**config.mk**
```make
export PLATFORM = sky130hd
export DESIGN_NAME = fidsr_core
export DESIGN_NICKNAME = d
export VERILOG_FILES = /design/src/fidsr_sync.v /design/src/fidsr_core.v
export VERILOG_INCLUDE_DIRS = /design/src
export SDC_FILE = /design/constraint.sdc
export NUM_CORES = 1
export LEC_CHECK = 0
export ABC_CLOCK_PERIOD_IN_PS = 3900
export BUFFER_PORTS_ARGS = -buffer_cell sky130_fd_sc_hd__clkbuf_2
export CAP_MARGIN = 20
export CORE_MARGIN = 3
export CORE_UTILIZATION = 30
export DETAILED_ROUTE_END_ITERATION = 12
export GPL_TIMING_DRIVEN = 0
export SETUP_SLACK_MARGIN = 0.05
export SLEW_MARGIN = 20
export SYNTH_ARGS = -nofsm -noshare
export SYNTH_HDL_FRONTEND = slang
export SYNTH_SLANG_ARGS = --single-unit
```
**constraint.sdc**
```tcl
create_clock -name clk -period 3.9 [get_ports clk]
set_clock_uncertainty 0.15 [all_clocks]
set_input_delay 0.585 -clock clk [delete_from_list [all_inputs] [get_ports clk]]
set_output_delay 0.585 -clock clk [all_outputs]
set_load 0.05 [all_outputs]
```
**src/fidsr_regs.vh**
```
// constants for the flash id and status read command block
`ifndef FIDSR_REGS_VH
`define FIDSR_REGS_VH
`define FIDSR_OP_ID_READ 8'h9F
`define FIDSR_OP_QUAD_ID_READ 8'hAF
`define FIDSR_OP_PARAM_READ 8'h5A
`define FIDSR_OP_UNIQUE_READ 8'h4B
`define FIDSR_OP_STATUS_ONE 8'h05
`define FIDSR_OP_STATUS_TWO 8'h07
`define FIDSR_OP_RESET_ARM 8'h66
`define FIDSR_OP_RESET_GO 8'h99
`define FIDSR_OP_MODE_EXIT 8'hFF
`define FIDSR_OP_RSV_18 8'h18
`define FIDSR_OP_RSV_41 8'h41
`define FIDSR_OP_RSV_43 8'h43
`define FIDSR_OP_RSV_4A 8'h4A
`define FIDSR_OP_RSV_ED 8'hED
`define FIDSR_OP_RSV_EE 8'hEE
`define FIDSR_UNIQUE_DUMMY_CLKS 6'h20
`define FIDSR_ID_BYTES 4'h3
`define FIDSR_UNIQUE_BYTES 4'h8
`define FIDSR_PARAM_DEPTH 256
`define FIDSR_RESET_CFG_ONE 8'h00
`define FIDSR_RESET_CFG_TWO 8'h00
`define FIDSR_RESET_CFG_THREE 8'h08
`define FIDSR_CFG_ONE_QUAD_BIT 1
`define FIDSR_CFG_TWO_ADDR4_BIT 0
`define FIDSR_CFG_TWO_FOURWIRE_BIT 3
`endif

```
**src/fidsr_sync.v**
```verilog
// three-stage synchroniser with agreement filter for one pin
`timescale 1ns/1ps
module fidsr_sync (
  input wire clk,
  input wire rstn,
  input wire clkEn,
  input wire pinIn,
  output reg syncOut
);
  reg s1Q;
  reg s2Q;
  reg s3Q;
  always @(posedge clk or negedge rstn) begin
    if (!rstn) begin
      s1Q <= 1'b0;
      s2Q <= 1'b0;
      s3Q <= 1'b0;
      syncOut <= 1'b0;
    end else if (clkEn) begin
      s1Q <= pinIn;
      s2Q <= s1Q;
      s3Q <= s2Q;
      // change counts only when the last two stages agree
      if (s2Q == s3Q) begin
        syncOut <= s3Q;
      end
    end
  end
endmodule // fidsr_sync

```
**src/fidsr_core.v**
```verilog
// flash id, parameter, unique number and status read command interpreter
`timescale 1ns/1ps
`include "fidsr_regs.vh"
module fidsr_core #(
  parameter [7:0] MAKER_ID = 8'h5A,
  parameter [15:0] DEVICE_ID = 16'h1234,
  parameter [63:0] UNIQUE_NUMBER = 64'h0123456789ABCDEF
) (
  input wire clk,
  input wire rstn,
  input wire clkEn,
  input wire csnPin,
  input wire sckPin,
  input wire [3:0] ioIn,
  output reg [3:0] ioOut,
  output reg [3:0] ioOe,
  input wire busy,
  input wire [7:0] volatileStatusOne,
  input wire [7:0] volatileStatusTwo,
  input wire protectBitOneIn,
  input wire lockBitIn,
  input wire cfgWrite,
  input wire [7:0] cfgOneIn,
  input wire [7:0] cfgTwoIn,
  input wire [7:0] cfgThreeIn,
  input wire continuousModeSet,
  output reg [7:0] volatileConfigOne,
  output reg [7:0] volatileConfigTwo,
  output reg [7:0] volatileConfigThree,
  output reg continuousMode,
  output reg softResetPulse,
  output reg protectBitOne,
  output reg lockBit
);
  // ****************************************************************
  // pin synchronisers
  // ****************************************************************
  wire csnSync;
  wire sckSync;
  wire [3:0] ioSync;
  wire [5:0] pinVec;
  wire [5:0] pinSync;
  assign pinVec = {~csnPin, sckPin, ioIn};
  genvar gi;
  generate
    for (gi = 0; gi < 6; gi = gi + 1) begin : gSync
      fidsr_sync uSync (
        .clk(clk),
        .rstn(rstn),
        .clkEn(clkEn),
        .pinIn(pinVec[gi]),
        .syncOut(pinSync[gi])
      );
    end
  endgenerate
  // chip select inverted so the synchroniser resets to deselected
  assign csnSync = ~pinSync[5];
  assign sckSync = pinSync[4];
  assign ioSync = pinSync[3:0];

  reg sckPrevQ;
  wire sckRise;
  wire sckFall;
  wire selected;
  assign sckRise = sckSync & ~sckPrevQ;
  assign sckFall = ~sckSync & sckPrevQ;
  assign selected = ~csnSync;

  // ****************************************************************
  // parameter table memory
  // ****************************************************************
  reg [7:0] paramMem [0:`FIDSR_PARAM_DEPTH-1];
  integer mi;
  initial begin
    for (mi = 0; mi < `FIDSR_PARAM_DEPTH; mi = mi + 1) begin
      paramMem[mi] = mi[7:0] ^ 8'hA5;
    end
  end

  // ****************************************************************
  // command state machine
  // ****************************************************************
  localparam [2:0] ST_OPCODE = 3'h0;
  localparam [2:0] ST_ADDR = 3'h1;
  localparam [2:0] ST_DUMMY = 3'h2;
  localparam [2:0] ST_DATA = 3'h3;
  localparam [2:0] ST_IGNORE = 3'h4;
  localparam [2:0] KIND_ID = 3'h0;
  localparam [2:0] KIND_PARAM = 3'h1;
  localparam [2:0] KIND_UNIQUE = 3'h2;
  localparam [2:0] KIND_STAT1 = 3'h3;
  localparam [2:0] KIND_STAT2 = 3'h4;

  reg [2:0] state_q;
  reg [2:0] kind_q;
  reg [7:0] shift_q;
  reg [5:0] bitCnt_q;
  reg [31:0] addr_q;
  reg [5:0] dummyCnt_q;
  reg [7:0] outByte_q;
  reg [3:0] byteIdx_q;
  reg [2:0] outBit_q;
  reg quadOut_q;
  reg resetArmed_q;

  wire fourWire;
  wire quadMode;
  wire addr4;
  wire [3:0] latency;
  assign fourWire = volatileConfigTwo[`FIDSR_CFG_TWO_FOURWIRE_BIT];
  assign quadMode = volatileConfigOne[`FIDSR_CFG_ONE_QUAD_BIT];
  assign addr4 = volatileConfigTwo[`FIDSR_CFG_TWO_ADDR4_BIT];
  assign latency = volatileConfigThree[3:0];

  // next shift value: four bits per edge in four-wire mode, one on line zero otherwise
  wire [7:0] shiftNext;
  wire [5:0] bitStep;
  assign shiftNext = fourWire ? {shift_q[3:0], ioSync} : {shift_q[6:0], ioSync[0]};
  assign bitStep = fourWire ? 6'h4 : 6'h1;
  wire [5:0] bitsAfter;
  assign bitsAfter = bitCnt_q + bitStep;
  wire [5:0] addrBits;
  assign addrBits = addr4 ? 6'h20 : 6'h18;

  // byte to present for a given kind and index
  function [7:0] pickByte;
    input [2:0] kind;
    input [3:0] idx;
    input [31:0] addr;
    begin
      pickByte = 8'h00;
      case (kind)
        KIND_ID: begin
          case (idx)
            4'h0: pickByte = MAKER_ID;
            4'h1: pickByte = DEVICE_ID[15:8];
            4'h2: pickByte = DEVICE_ID[7:0];
            default: pickByte = 8'h00;
          endcase
        end
        KIND_PARAM: pickByte = paramMem[addr[7:0]];
        KIND_UNIQUE: begin
          if (idx < `FIDSR_UNIQUE_BYTES) begin
            pickByte = UNIQUE_NUMBER[63 - {idx[2:0], 3'h0} -: 8];
          end else begin
            pickByte = 8'h00;
          end
        end
        KIND_STAT1: pickByte = volatileStatusOne;
        KIND_STAT2: pickByte = volatileStatusTwo;
        default: pickByte = 8'h00;
      endcase
    end
  endfunction

  always @(posedge clk or negedge rstn) begin
    if (!rstn) begin
      sckPrevQ <= 1'b0;
      state_q <= ST_OPCODE;
      kind_q <= KIND_ID;
      shift_q <= 8'h00;
      bitCnt_q <= 6'h00;
      addr_q <= 32'h00000000;
      dummyCnt_q <= 6'h00;
      outByte_q <= 8'h00;
      byteIdx_q <= 4'h0;
      outBit_q <= 3'h0;
      quadOut_q <= 1'b0;
      resetArmed_q <= 1'b0;
      ioOut <= 4'h0;
      ioOe <= 4'h0;
      volatileConfigOne <= `FIDSR_RESET_CFG_ONE;
      volatileConfigTwo <= `FIDSR_RESET_CFG_TWO;
      volatileConfigThree <= `FIDSR_RESET_CFG_THREE;
      continuousMode <= 1'b0;
      softResetPulse <= 1'b0;
      protectBitOne <= 1'b0;
      lockBit <= 1'b0;
    end else if (clkEn) begin
      sckPrevQ <= sckSync;
      softResetPulse <= 1'b0;
      if (cfgWrite) begin
        volatileConfigOne <= cfgOneIn;
        volatileConfigTwo <= cfgTwoIn;
        volatileConfigThree <= cfgThreeIn;
        protectBitOne <= protectBitOneIn;
        lockBit <= lockBitIn;
      end
      if (!selected) begin
        // deselect ends any command, partial or in output
        state_q <= ST_OPCODE;
        bitCnt_q <= 6'h00;
        ioOe <= 4'h0;
        // a frame cut inside an opcode breaks the arm-then-go pairing
        if (state_q == ST_OPCODE && bitCnt_q != 6'h00) begin
          resetArmed_q <= 1'b0;
        end
      end else begin
        if (sckRise) begin
          case (state_q)
            ST_OPCODE: begin
              shift_q <= shiftNext;
              bitCnt_q <= bitsAfter;
              if (bitsAfter == 6'h08) begin
                bitCnt_q <= 6'h00;
                state_q <= ST_IGNORE;
                quadOut_q <= fourWire;
                byteIdx_q <= 4'h0;
                outBit_q <= 3'h0;
                resetArmed_q <= 1'b0;
                case (shiftNext)
                  `FIDSR_OP_ID_READ: begin
                    if (!busy) begin
                      kind_q <= KIND_ID;
                      outByte_q <= pickByte(KIND_ID, 4'h0, 32'h0);
                      state_q <= ST_DATA;
                    end
                  end
                  `FIDSR_OP_QUAD_ID_READ: begin
                    if ((fourWire || quadMode) && !busy) begin
                      kind_q <= KIND_ID;
                      quadOut_q <= 1'b1;
                      outByte_q <= pickByte(KIND_ID, 4'h0, 32'h0);
                      state_q <= ST_DATA;
                    end
                  end
                  `FIDSR_OP_PARAM_READ: begin
                    kind_q <= KIND_PARAM;
                    addr_q <= 32'h00000000;
                    state_q <= ST_ADDR;
                  end
                  `FIDSR_OP_UNIQUE_READ: begin
                    kind_q <= KIND_UNIQUE;
                    dummyCnt_q <= `FIDSR_UNIQUE_DUMMY_CLKS;
                    state_q <= ST_DUMMY;
                  end
                  `FIDSR_OP_STATUS_ONE: begin
                    kind_q <= KIND_STAT1;
                    outByte_q <= volatileStatusOne;
                    state_q <= ST_DATA;
                  end
                  `FIDSR_OP_STATUS_TWO: begin
                    // four-wire reads of status two go through read-any-register
                    if (!fourWire) begin
                      kind_q <= KIND_STAT2;
                      outByte_q <= volatileStatusTwo;
                      state_q <= ST_DATA;
                    end
                  end
                  `FIDSR_OP_RESET_ARM: begin
                    resetArmed_q <= 1'b1;
                  end
                  `FIDSR_OP_RESET_GO: begin
                    if (resetArmed_q) begin
                      // protect bit one and lock bit deliberately keep their values
                      volatileConfigOne <= `FIDSR_RESET_CFG_ONE;
                      volatileConfigTwo <= `FIDSR_RESET_CFG_TWO;
                      volatileConfigThree <= `FIDSR_RESET_CFG_THREE;
                      continuousMode <= 1'b0;
                      softResetPulse <= 1'b1;
                    end
                  end
                  `FIDSR_OP_MODE_EXIT: begin
                    continuousMode <= 1'b0;
                  end
                  `FIDSR_OP_RSV_18, `FIDSR_OP_RSV_41, `FIDSR_OP_RSV_43,
                  `FIDSR_OP_RSV_4A, `FIDSR_OP_RSV_ED, `FIDSR_OP_RSV_EE: begin
                    state_q <= ST_IGNORE;
                  end
                  default: state_q <= ST_IGNORE;
                endcase
              end
            end
            ST_ADDR: begin
              addr_q <= fourWire ? {addr_q[27:0], ioSync} : {addr_q[30:0], ioSync[0]};
              bitCnt_q <= bitsAfter;
              if (bitsAfter == addrBits) begin
                bitCnt_q <= 6'h00;
                dummyCnt_q <= {2'b00, latency};
                if (latency == 4'h0) begin
                  state_q <= ST_DATA;
                  outByte_q <= paramMem[fourWire ? {addr_q[3:0], ioSync} :
                                                   {addr_q[6:0], ioSync[0]}];
                end else begin
                  state_q <= ST_DUMMY;
                end
              end
            end
            ST_DUMMY: begin
              // lines are not looked at here; they may float
              dummyCnt_q <= dummyCnt_q - 6'h01;
              if (dummyCnt_q == 6'h01) begin
                state_q <= ST_DATA;
                outByte_q <= pickByte(kind_q, 4'h0, addr_q);
              end
            end
            default: ;
          endcase
        end
        if (sckFall && state_q == ST_DATA) begin
          // drive msb first; a new byte is loaded after the last bit or nibble
          ioOe <= quadOut_q ? 4'hF : 4'h2;
          if (quadOut_q) begin
            ioOut <= (outBit_q == 3'h0) ? outByte_q[7:4] : outByte_q[3:0];
            outBit_q <= (outBit_q == 3'h0) ? 3'h4 : 3'h0;
          end else begin
            ioOut <= {2'b00, outByte_q[3'h7 - outBit_q], 1'b0};
            outBit_q <= outBit_q + 3'h1;
          end
          if ((quadOut_q && outBit_q == 3'h4) || (!quadOut_q && outBit_q == 3'h7)) begin
            byteIdx_q <= byteIdx_q + 4'h1;
            addr_q <= addr_q + 32'h00000001;
            if (kind_q == KIND_PARAM) begin
              outByte_q <= paramMem[addr_q[7:0] + 8'h01];
            end else begin
              // status is resampled at each byte boundary
              outByte_q <= pickByte(kind_q, byteIdx_q + 4'h1, addr_q);
            end
          end
        end
      end
      // a set arriving with an exit or soft reset wins
      if (continuousModeSet) begin
        continuousMode <= 1'b1;
      end
    end
  end
endmodule // fidsr_core

```
==> results of run 1 <==
-- cell type report --
class / instances / area (sq um)
clock buffer: 11 / 233
inverter: 32 / 125
buffer: 57 / 299
tap: 313 / 392
sequential: 109 / 2730
timing repair buffer: 92 / 499
multi-input combinational: 601 / 4020
clock inverter: 5 / 67.6
fill: 2418 / 14700
-- synth_stat cells, types with 10 or more instances --
cell,instances,area (sq um)
a211oi_1,11,82.6
a21oi_1,44,220
a221oi_1,10,87.6
a22o_1,10,87.6
a22o_2,21,210
a22oi_1,13,97.6
clkbuf_1,39,146
dfrtp_1,108,2700
ha_1,12,150
inv_1,30,113
mux2_2,30,338
mux2i_1,13,130
nand2_1,71,267
nand3_1,22,110
nor2_1,58,218
nor3_1,24,120
nor3b_1,12,90.1
o21ai_0,77,385
o2bb2ai_1,10,87.6
-- report_power, final --
group / switching (mW) / internal [mW] / leakage [nW]
sequential: 0.153 / 1.28 / 1.37
clock: 0.454 / 0.510 / 0.147
combinational: 0.779 / 0.420 / 1.95
total: 1.39 / 2.21 / 3.47
-- metal layers --
metal  global-route usage, %  vias to the layer above  wire (microns)
met5                       0                        -               0
met4                    5.60                        0             530
met3                    3.22                       31            1440
met2                    26.6                      241           10300
met1                    24.8                     3300           10300
li1                        -                     3185               -
-- flip-flops by register name (all words and copies together), names as in the netlist, 6 cells and up --
signal	flops
dummyCnt_q	6
bitCnt_q	6
shift_q	7
volatileConfigThree	8
addr_q	8
gSync.uSync.s3Q	6
outByte_q	8
gSync.uSync.s1Q	6
gSync.uSync.syncOut	6
volatileConfigTwo	8
volatileConfigOne	8
gSync.uSync.s2Q	6
-- stage by stage --
stage,setup TNS (ns),power (mW)
after floorplan,0,2.25
after global placement,-7.37,2.62
after detailed placement,-7.62,2.63
after CTS,0,3.63
after global routing,0,3.82
final,0,3.60
-- timing repair --
action,in CTS,in global routing
pin swaps,1,2
gates resized for setup,4,2
endpoints found under the setup margin,51,26
buffers inserted,2,1
-- layout by cell type (no fill, tap or decap), types with 5 or more instances in the layout --
| cell type | n |
|---|---|
| dfrtp_1 | 107 |
| clkbuf_2 | 88 |
| o21ai_0 | 77 |
| nand2_1 | 71 |
| nor2_1 | 58 |
| a21oi_1 | 43 |
| clkbuf_1 | 41 |
| inv_1 | 30 |
| mux2_2 | 30 |
| nor3_1 | 24 |
| nand3_1 | 22 |
| a22o_2 | 21 |
| mux2i_1 | 13 |
| a22oi_1 | 13 |
| nor3b_1 | 12 |
| a211oi_1 | 11 |
| ha_1 | 11 |
| o2bb2ai_1 | 10 |
| a221oi_1 | 10 |
| a22o_1 | 10 |
| nor2b_1 | 9 |
| clkbuf_16 | 9 |
| o22ai_1 | 8 |
| nand2b_1 | 8 |
| and3b_1 | 7 |
| and3_1 | 7 |
| buf_4 | 6 |
| buf_6 | 6 |
| a31oi_1 | 6 |
| o211ai_1 | 5 |
| or3_1 | 5 |
| xnor2_1 | 5 |
| and2_1 | 5 |
| xor2_1 | 5 |
| o31ai_1 | 5 |
| nor4_1 | 5 |
-- worst min path at each step --
stage	to
after global routing	protectBitOne$_DFFE_PN0P_
after detailed placement	ioOut[1]$_DFFE_PN0P_
after CTS	protectBitOne$_DFFE_PN0P_
after global placement	ioOut[2]$_DFFE_PN0P_
final	protectBitOne$_DFFE_PN0P_
after floorplan	addr_q[0]$_DFFE_PN0P_
-- cell families after synthesis --
logic type,share of synthesized area (%)
multiplexers,7.17
AO/OA/AOI/OAI,26.3
adder cells (fa/ha/maj),2.10
flip-flops,38.1
XOR/XNOR,1.35
buffers and inverters,5.82
AND/OR/NAND/NOR,19.1
==> run metrics, run 1 <==
first-pass GRT wire length 36200 microns; Startpoint Class flip-flop; Max Cap Viol 0; Final setup viols 0; CTS tree done; P_leak 3.47 nW; Placed Area 8030 sq um; share of cells above drive strength 1 22.3%; dpl ws -0.287 ns; Routed Wire Length 22600 microns; family with the most delay on the worst path simple AND/OR/NAND/NOR gates; post-synthesis async set-or-reset flop share 100%; max incr delay on CP 0.55 ns; gp weighted congestion 1.00; yosys warns 0; maximum vdd drop 0.000217 V; die area 25700 sq um; syn nets 865; final worst path period need 3.68 ns; Worst R2R Start volatileConfigTwo[3]$_DFFE_PN0P_; Cell variety after synth 83; worst min-delay path class input port to async pin; Worst Setup EP volatileConfigThree[4]$_DFFE_PN0P_; final core occ 36.3%; Reg-to-Reg End volatileConfigThree[4]$_DFFE_PN0P_; initial antenna violation count 0; # IOs 90; Hold Vio Cnt, Final 0; num rows 55; Mapped Cells 799; critical path required time 4.01 ns; DR iter-0 viols 643; CTS Sinks 109; Slew @ Worst Pin 1.02 ns; critical path class flip-flop to flip-flop; Pre-antenna DRT Iters 5; CP cell instances clkbuf_4, clkinv_4, ha_1, ha_2, a21oi_2, o2bb2ai_1, or4b_1, buf_6, or2_4, o31ai_4, nor2_2, buf_6, a22o_2; PwrDens 430 nW/um^2; Worst Setup End Kind flip-flop; number of synthesized flops with an enable pin 0; Buf/Inv on CP 4; fin crit share 94.3%; relative slew slack 29.8%; total global routing overflow 0; Vias 6757; fin cells 1220; Min Hold Slack 0.0102 ns; Mapped Area 7160 sq um; predominant post-synthesis flop cell dfrtp_1; chip width 160 microns; status finished, final reports clean; total CTS buffers 9; number of diodes 0; flops & latches, synth 109; RSZ-0062 raised after global routing false; Seq/Total Area, Yosys 38.1%; core area 23100 sq um; worst reg-to-reg path cell count 13; Antenna Violating Nets Remaining 0; WP data arrival 3.78 ns; H-Tree Depth 3; GRT Overall Usage 17.4%; final worst setup slack 0.223 ns; Clock transition at path regs 0.08 ns; via density per instance 5.54; DRC Markers 0; max-slew violations 0; number of nets in the layout 968; PortBufs 88; CP max-delay cell or4b_1; Fmax 0.272 GHz; Area Growth Syn to Fin 17.0%; final instance area 8370 sq um; clk_lat worst skew 0.37 ns; clock buffer depth 2; Initial Util 31.0%; Detail Placement HPWL 17100 microns; cell mode on critical path buf_6; drt wl/cell 18.6 microns; largest net degree at the start of global routing 59; clock root cell clkbuf_16; DP Cell Count 1201; crit path from volatileConfigTwo[3]$_DFFE_PN0P_; vias in the first global route 6316; DIE HEIGHT 160 microns; Crit. path cell count 13; worst-path fanout max 10; synthesized area per cell 8.96 sq um; CTS hold repair buffers 0; register-to-register setup slack 0.22 ns
No activity file was read; power rests on OpenSTA's default activity.
==> run 2: changes to the inputs <==
CAP_MARGIN = default   (was 20)
CORE_UTILIZATION = 55   (was 30)
PLACE_DENSITY = 0.76   (was default)
==> run 2 against run 1 <==
Sequential power hardly changed. Via count is 4.5% higher. Clock power hardly changed. Flip-flop and latch count stayed put. Cell area is 1.9% lower. Fmax is 2.4% lower. Register-to-register slack worse by 0.09 ns. First-iteration DRC count is 20% higher. Critical path type unchanged. Critical endpoint unchanged. Largest cell class unchanged.
==> run metrics, run 2 (same netlist as run 1, synthesis figures left out) <==
status finished, final reports clean; commonest non-fill, non-tap cell in the layout dfrtp_1; Max Cap Viol 0; Routed Wire Length 23400 microns; critical path required time 4.00 ns; DIE HEIGHT 120 microns; Area Growth Syn to Fin 14.7%; fin crit share 96.6%; Worst R2R Start volatileConfigTwo[3]$_DFFE_PN0P_; Final setup viols 0; CTS tree done; DP Cell Count 1060; number of nets in the layout 968; Hold Vio Cnt, Final 0; fill cell count 1069; PwrDens 443 nW/um^2; CTS hold repair buffers 0; final instance area 8210 sq um; Detail Placement HPWL 17600 microns; number of diodes 0; PortBufs 88; # IOs 90; Clock transition at path regs 0.08 ns; RSZ-0062 raised after global routing false; Placed Area 7850 sq um; core area 12700 sq um; vias in the first global route 6802; chip width 120 microns; critical path class flip-flop to flip-flop; total CTS buffers 9; total chip power 3.64 mW; fin cells 1079; DRC Markers 0; CTS Sinks 109; largest net degree at the start of global routing 61; dpl ws -0.270 ns; Pre-antenna DRT Iters 9; gp weighted congestion 0.982; Slew @ Worst Pin 1.04 ns; worst min-delay path class input port to async pin; clk_lat worst skew 0.37 ns; cell mode on critical path buf_6; worst-path fanout max 10; GRT Overall Usage 32.7%; Antenna Violating Nets Remaining 0; initial antenna violation count 0; family with the most delay on the worst path compound AO/OA/AOI/OAI gates; register-to-register setup slack 0.13 ns; worst reg-to-reg path cell count 12; WP data arrival 3.87 ns; clock buffer depth 2; Worst Setup End Kind flip-flop; CP max-delay cell or4b_1; drt wl/cell 21.7 microns; final worst path period need 3.77 ns; most frequent cells in the layout 107 x dfrtp_1, 88 x clkbuf_2, 77 x o21ai_0; final core occ 64.8%; DR iter-0 viols 771; Buf/Inv on CP 4; CP cell instances buf_4, ha_1, a31o_1, buf_6, a21oi_1, or4b_1, buf_6, or2_4, o31ai_4, nor2_2, buf_6, a22o_2; final worst setup slack 0.132 ns; Initial Util 56.5%; share of cells above drive strength 1 22.6%; P_leak 3.47 nW; Crit. path cell count 12; max-slew violations 0; max incr delay on CP 0.46 ns; relative slew slack 30.2%; crit path from volatileConfigTwo[3]$_DFFE_PN0P_; total global routing overflow 0; Vias 7061; via density per instance 6.54; die area 14400 sq um; Startpoint Class flip-flop; H-Tree Depth 3; maximum vdd drop 0.000387 V; Fmax 0.265 GHz; first-pass GRT wire length 36900 microns; clock root cell clkbuf_16; num rows 41; Reg-to-Reg End volatileConfigThree[4]$_DFFE_PN0P_
-- run 2: final cells by class --
| type | count | area (sq um) | area share [%] |
|---|---|---|---|
| flip-flops and latches | 109 | 2730 | 33.3 |
| clock inverters | 7 | 85.1 | 1.04 |
| multi-input cells | 601 | 4030 | 49.1 |
| repair buffers | 92 | 499 | 6.08 |
| inverters | 32 | 123 | 1.49 |
| clock buffers | 9 | 225 | 2.74 |
| well taps | 172 | 215 | 2.62 |
| plain buffers | 57 | 299 | 3.64 |
-- run 2: metrics by stage --
stage               setup TNS, ns  hold WS [ns]
floorplan                       0         0.139
global placement            -5.07         0.314
detailed placement          -7.37         0.324
CTS                             0        0.0248
global route                    0        0.0369
finish                          0       0.00893
-- run 2: report_power, final --
| part | total (mW) | internal, mW | switching [mW] |
|---|---|---|---|
| registers | 1.44 | 1.28 | 0.155 |
| logic | 1.24 | 0.424 | 0.812 |
| clock network | 0.962 | 0.464 | 0.498 |
| total | 3.64 | 2.17 | 1.46 |
-- run 2: worst register-to-register path, stage by stage, from the launching register on --
cell and delay [ns]:
dfrtp_2 0.45, buf_4 0.18, ha_1 0.42, a31o_1 0.27, buf_6 0.14, a21oi_1 0.15, or4b_1 0.46, buf_6 0.17
or2_4 0.29, o31ai_4 0.40, nor2_2 0.14, buf_6 0.17, a22o_2 0.26
-- run 2: how the worst max path moves through the flow --
stage	endpoint	slack (ns)
2_1_floorplan	volatileConfigTwo[3]$_DFFE_PN0P_	0.18
3_3_place_gp	volatileConfigOne[7]$_DFFE_PN0P_	-0.20
3_5_place_dp	volatileConfigThree[4]$_DFFE_PN0P_	-0.27
4_1_cts	volatileConfigThree[4]$_DFFE_PN0P_	0.12
5_1_grt	volatileConfigOne[4]$_DFFE_PN0P_	0.06
6_report	volatileConfigThree[4]$_DFFE_PN0P_	0.13
-- run 2: routing by layer --
layer,routed length [microns],global-route usage [%],vias to the layer above
li1,-,-,3188
met1,9780,44.5,3430
met2,11100,52.3,383
met3,1820,6.55,60
met4,686,11.2,0
met5,0,0,-
-- run 2: timing repair --
action / in CTS / in global routing
endpoints found under the setup margin: 51 / 29
gates resized for setup: 3 / 5
gates cloned: 0 / 0
pin swaps: 0 / 2
setup buffers: 1 / 2
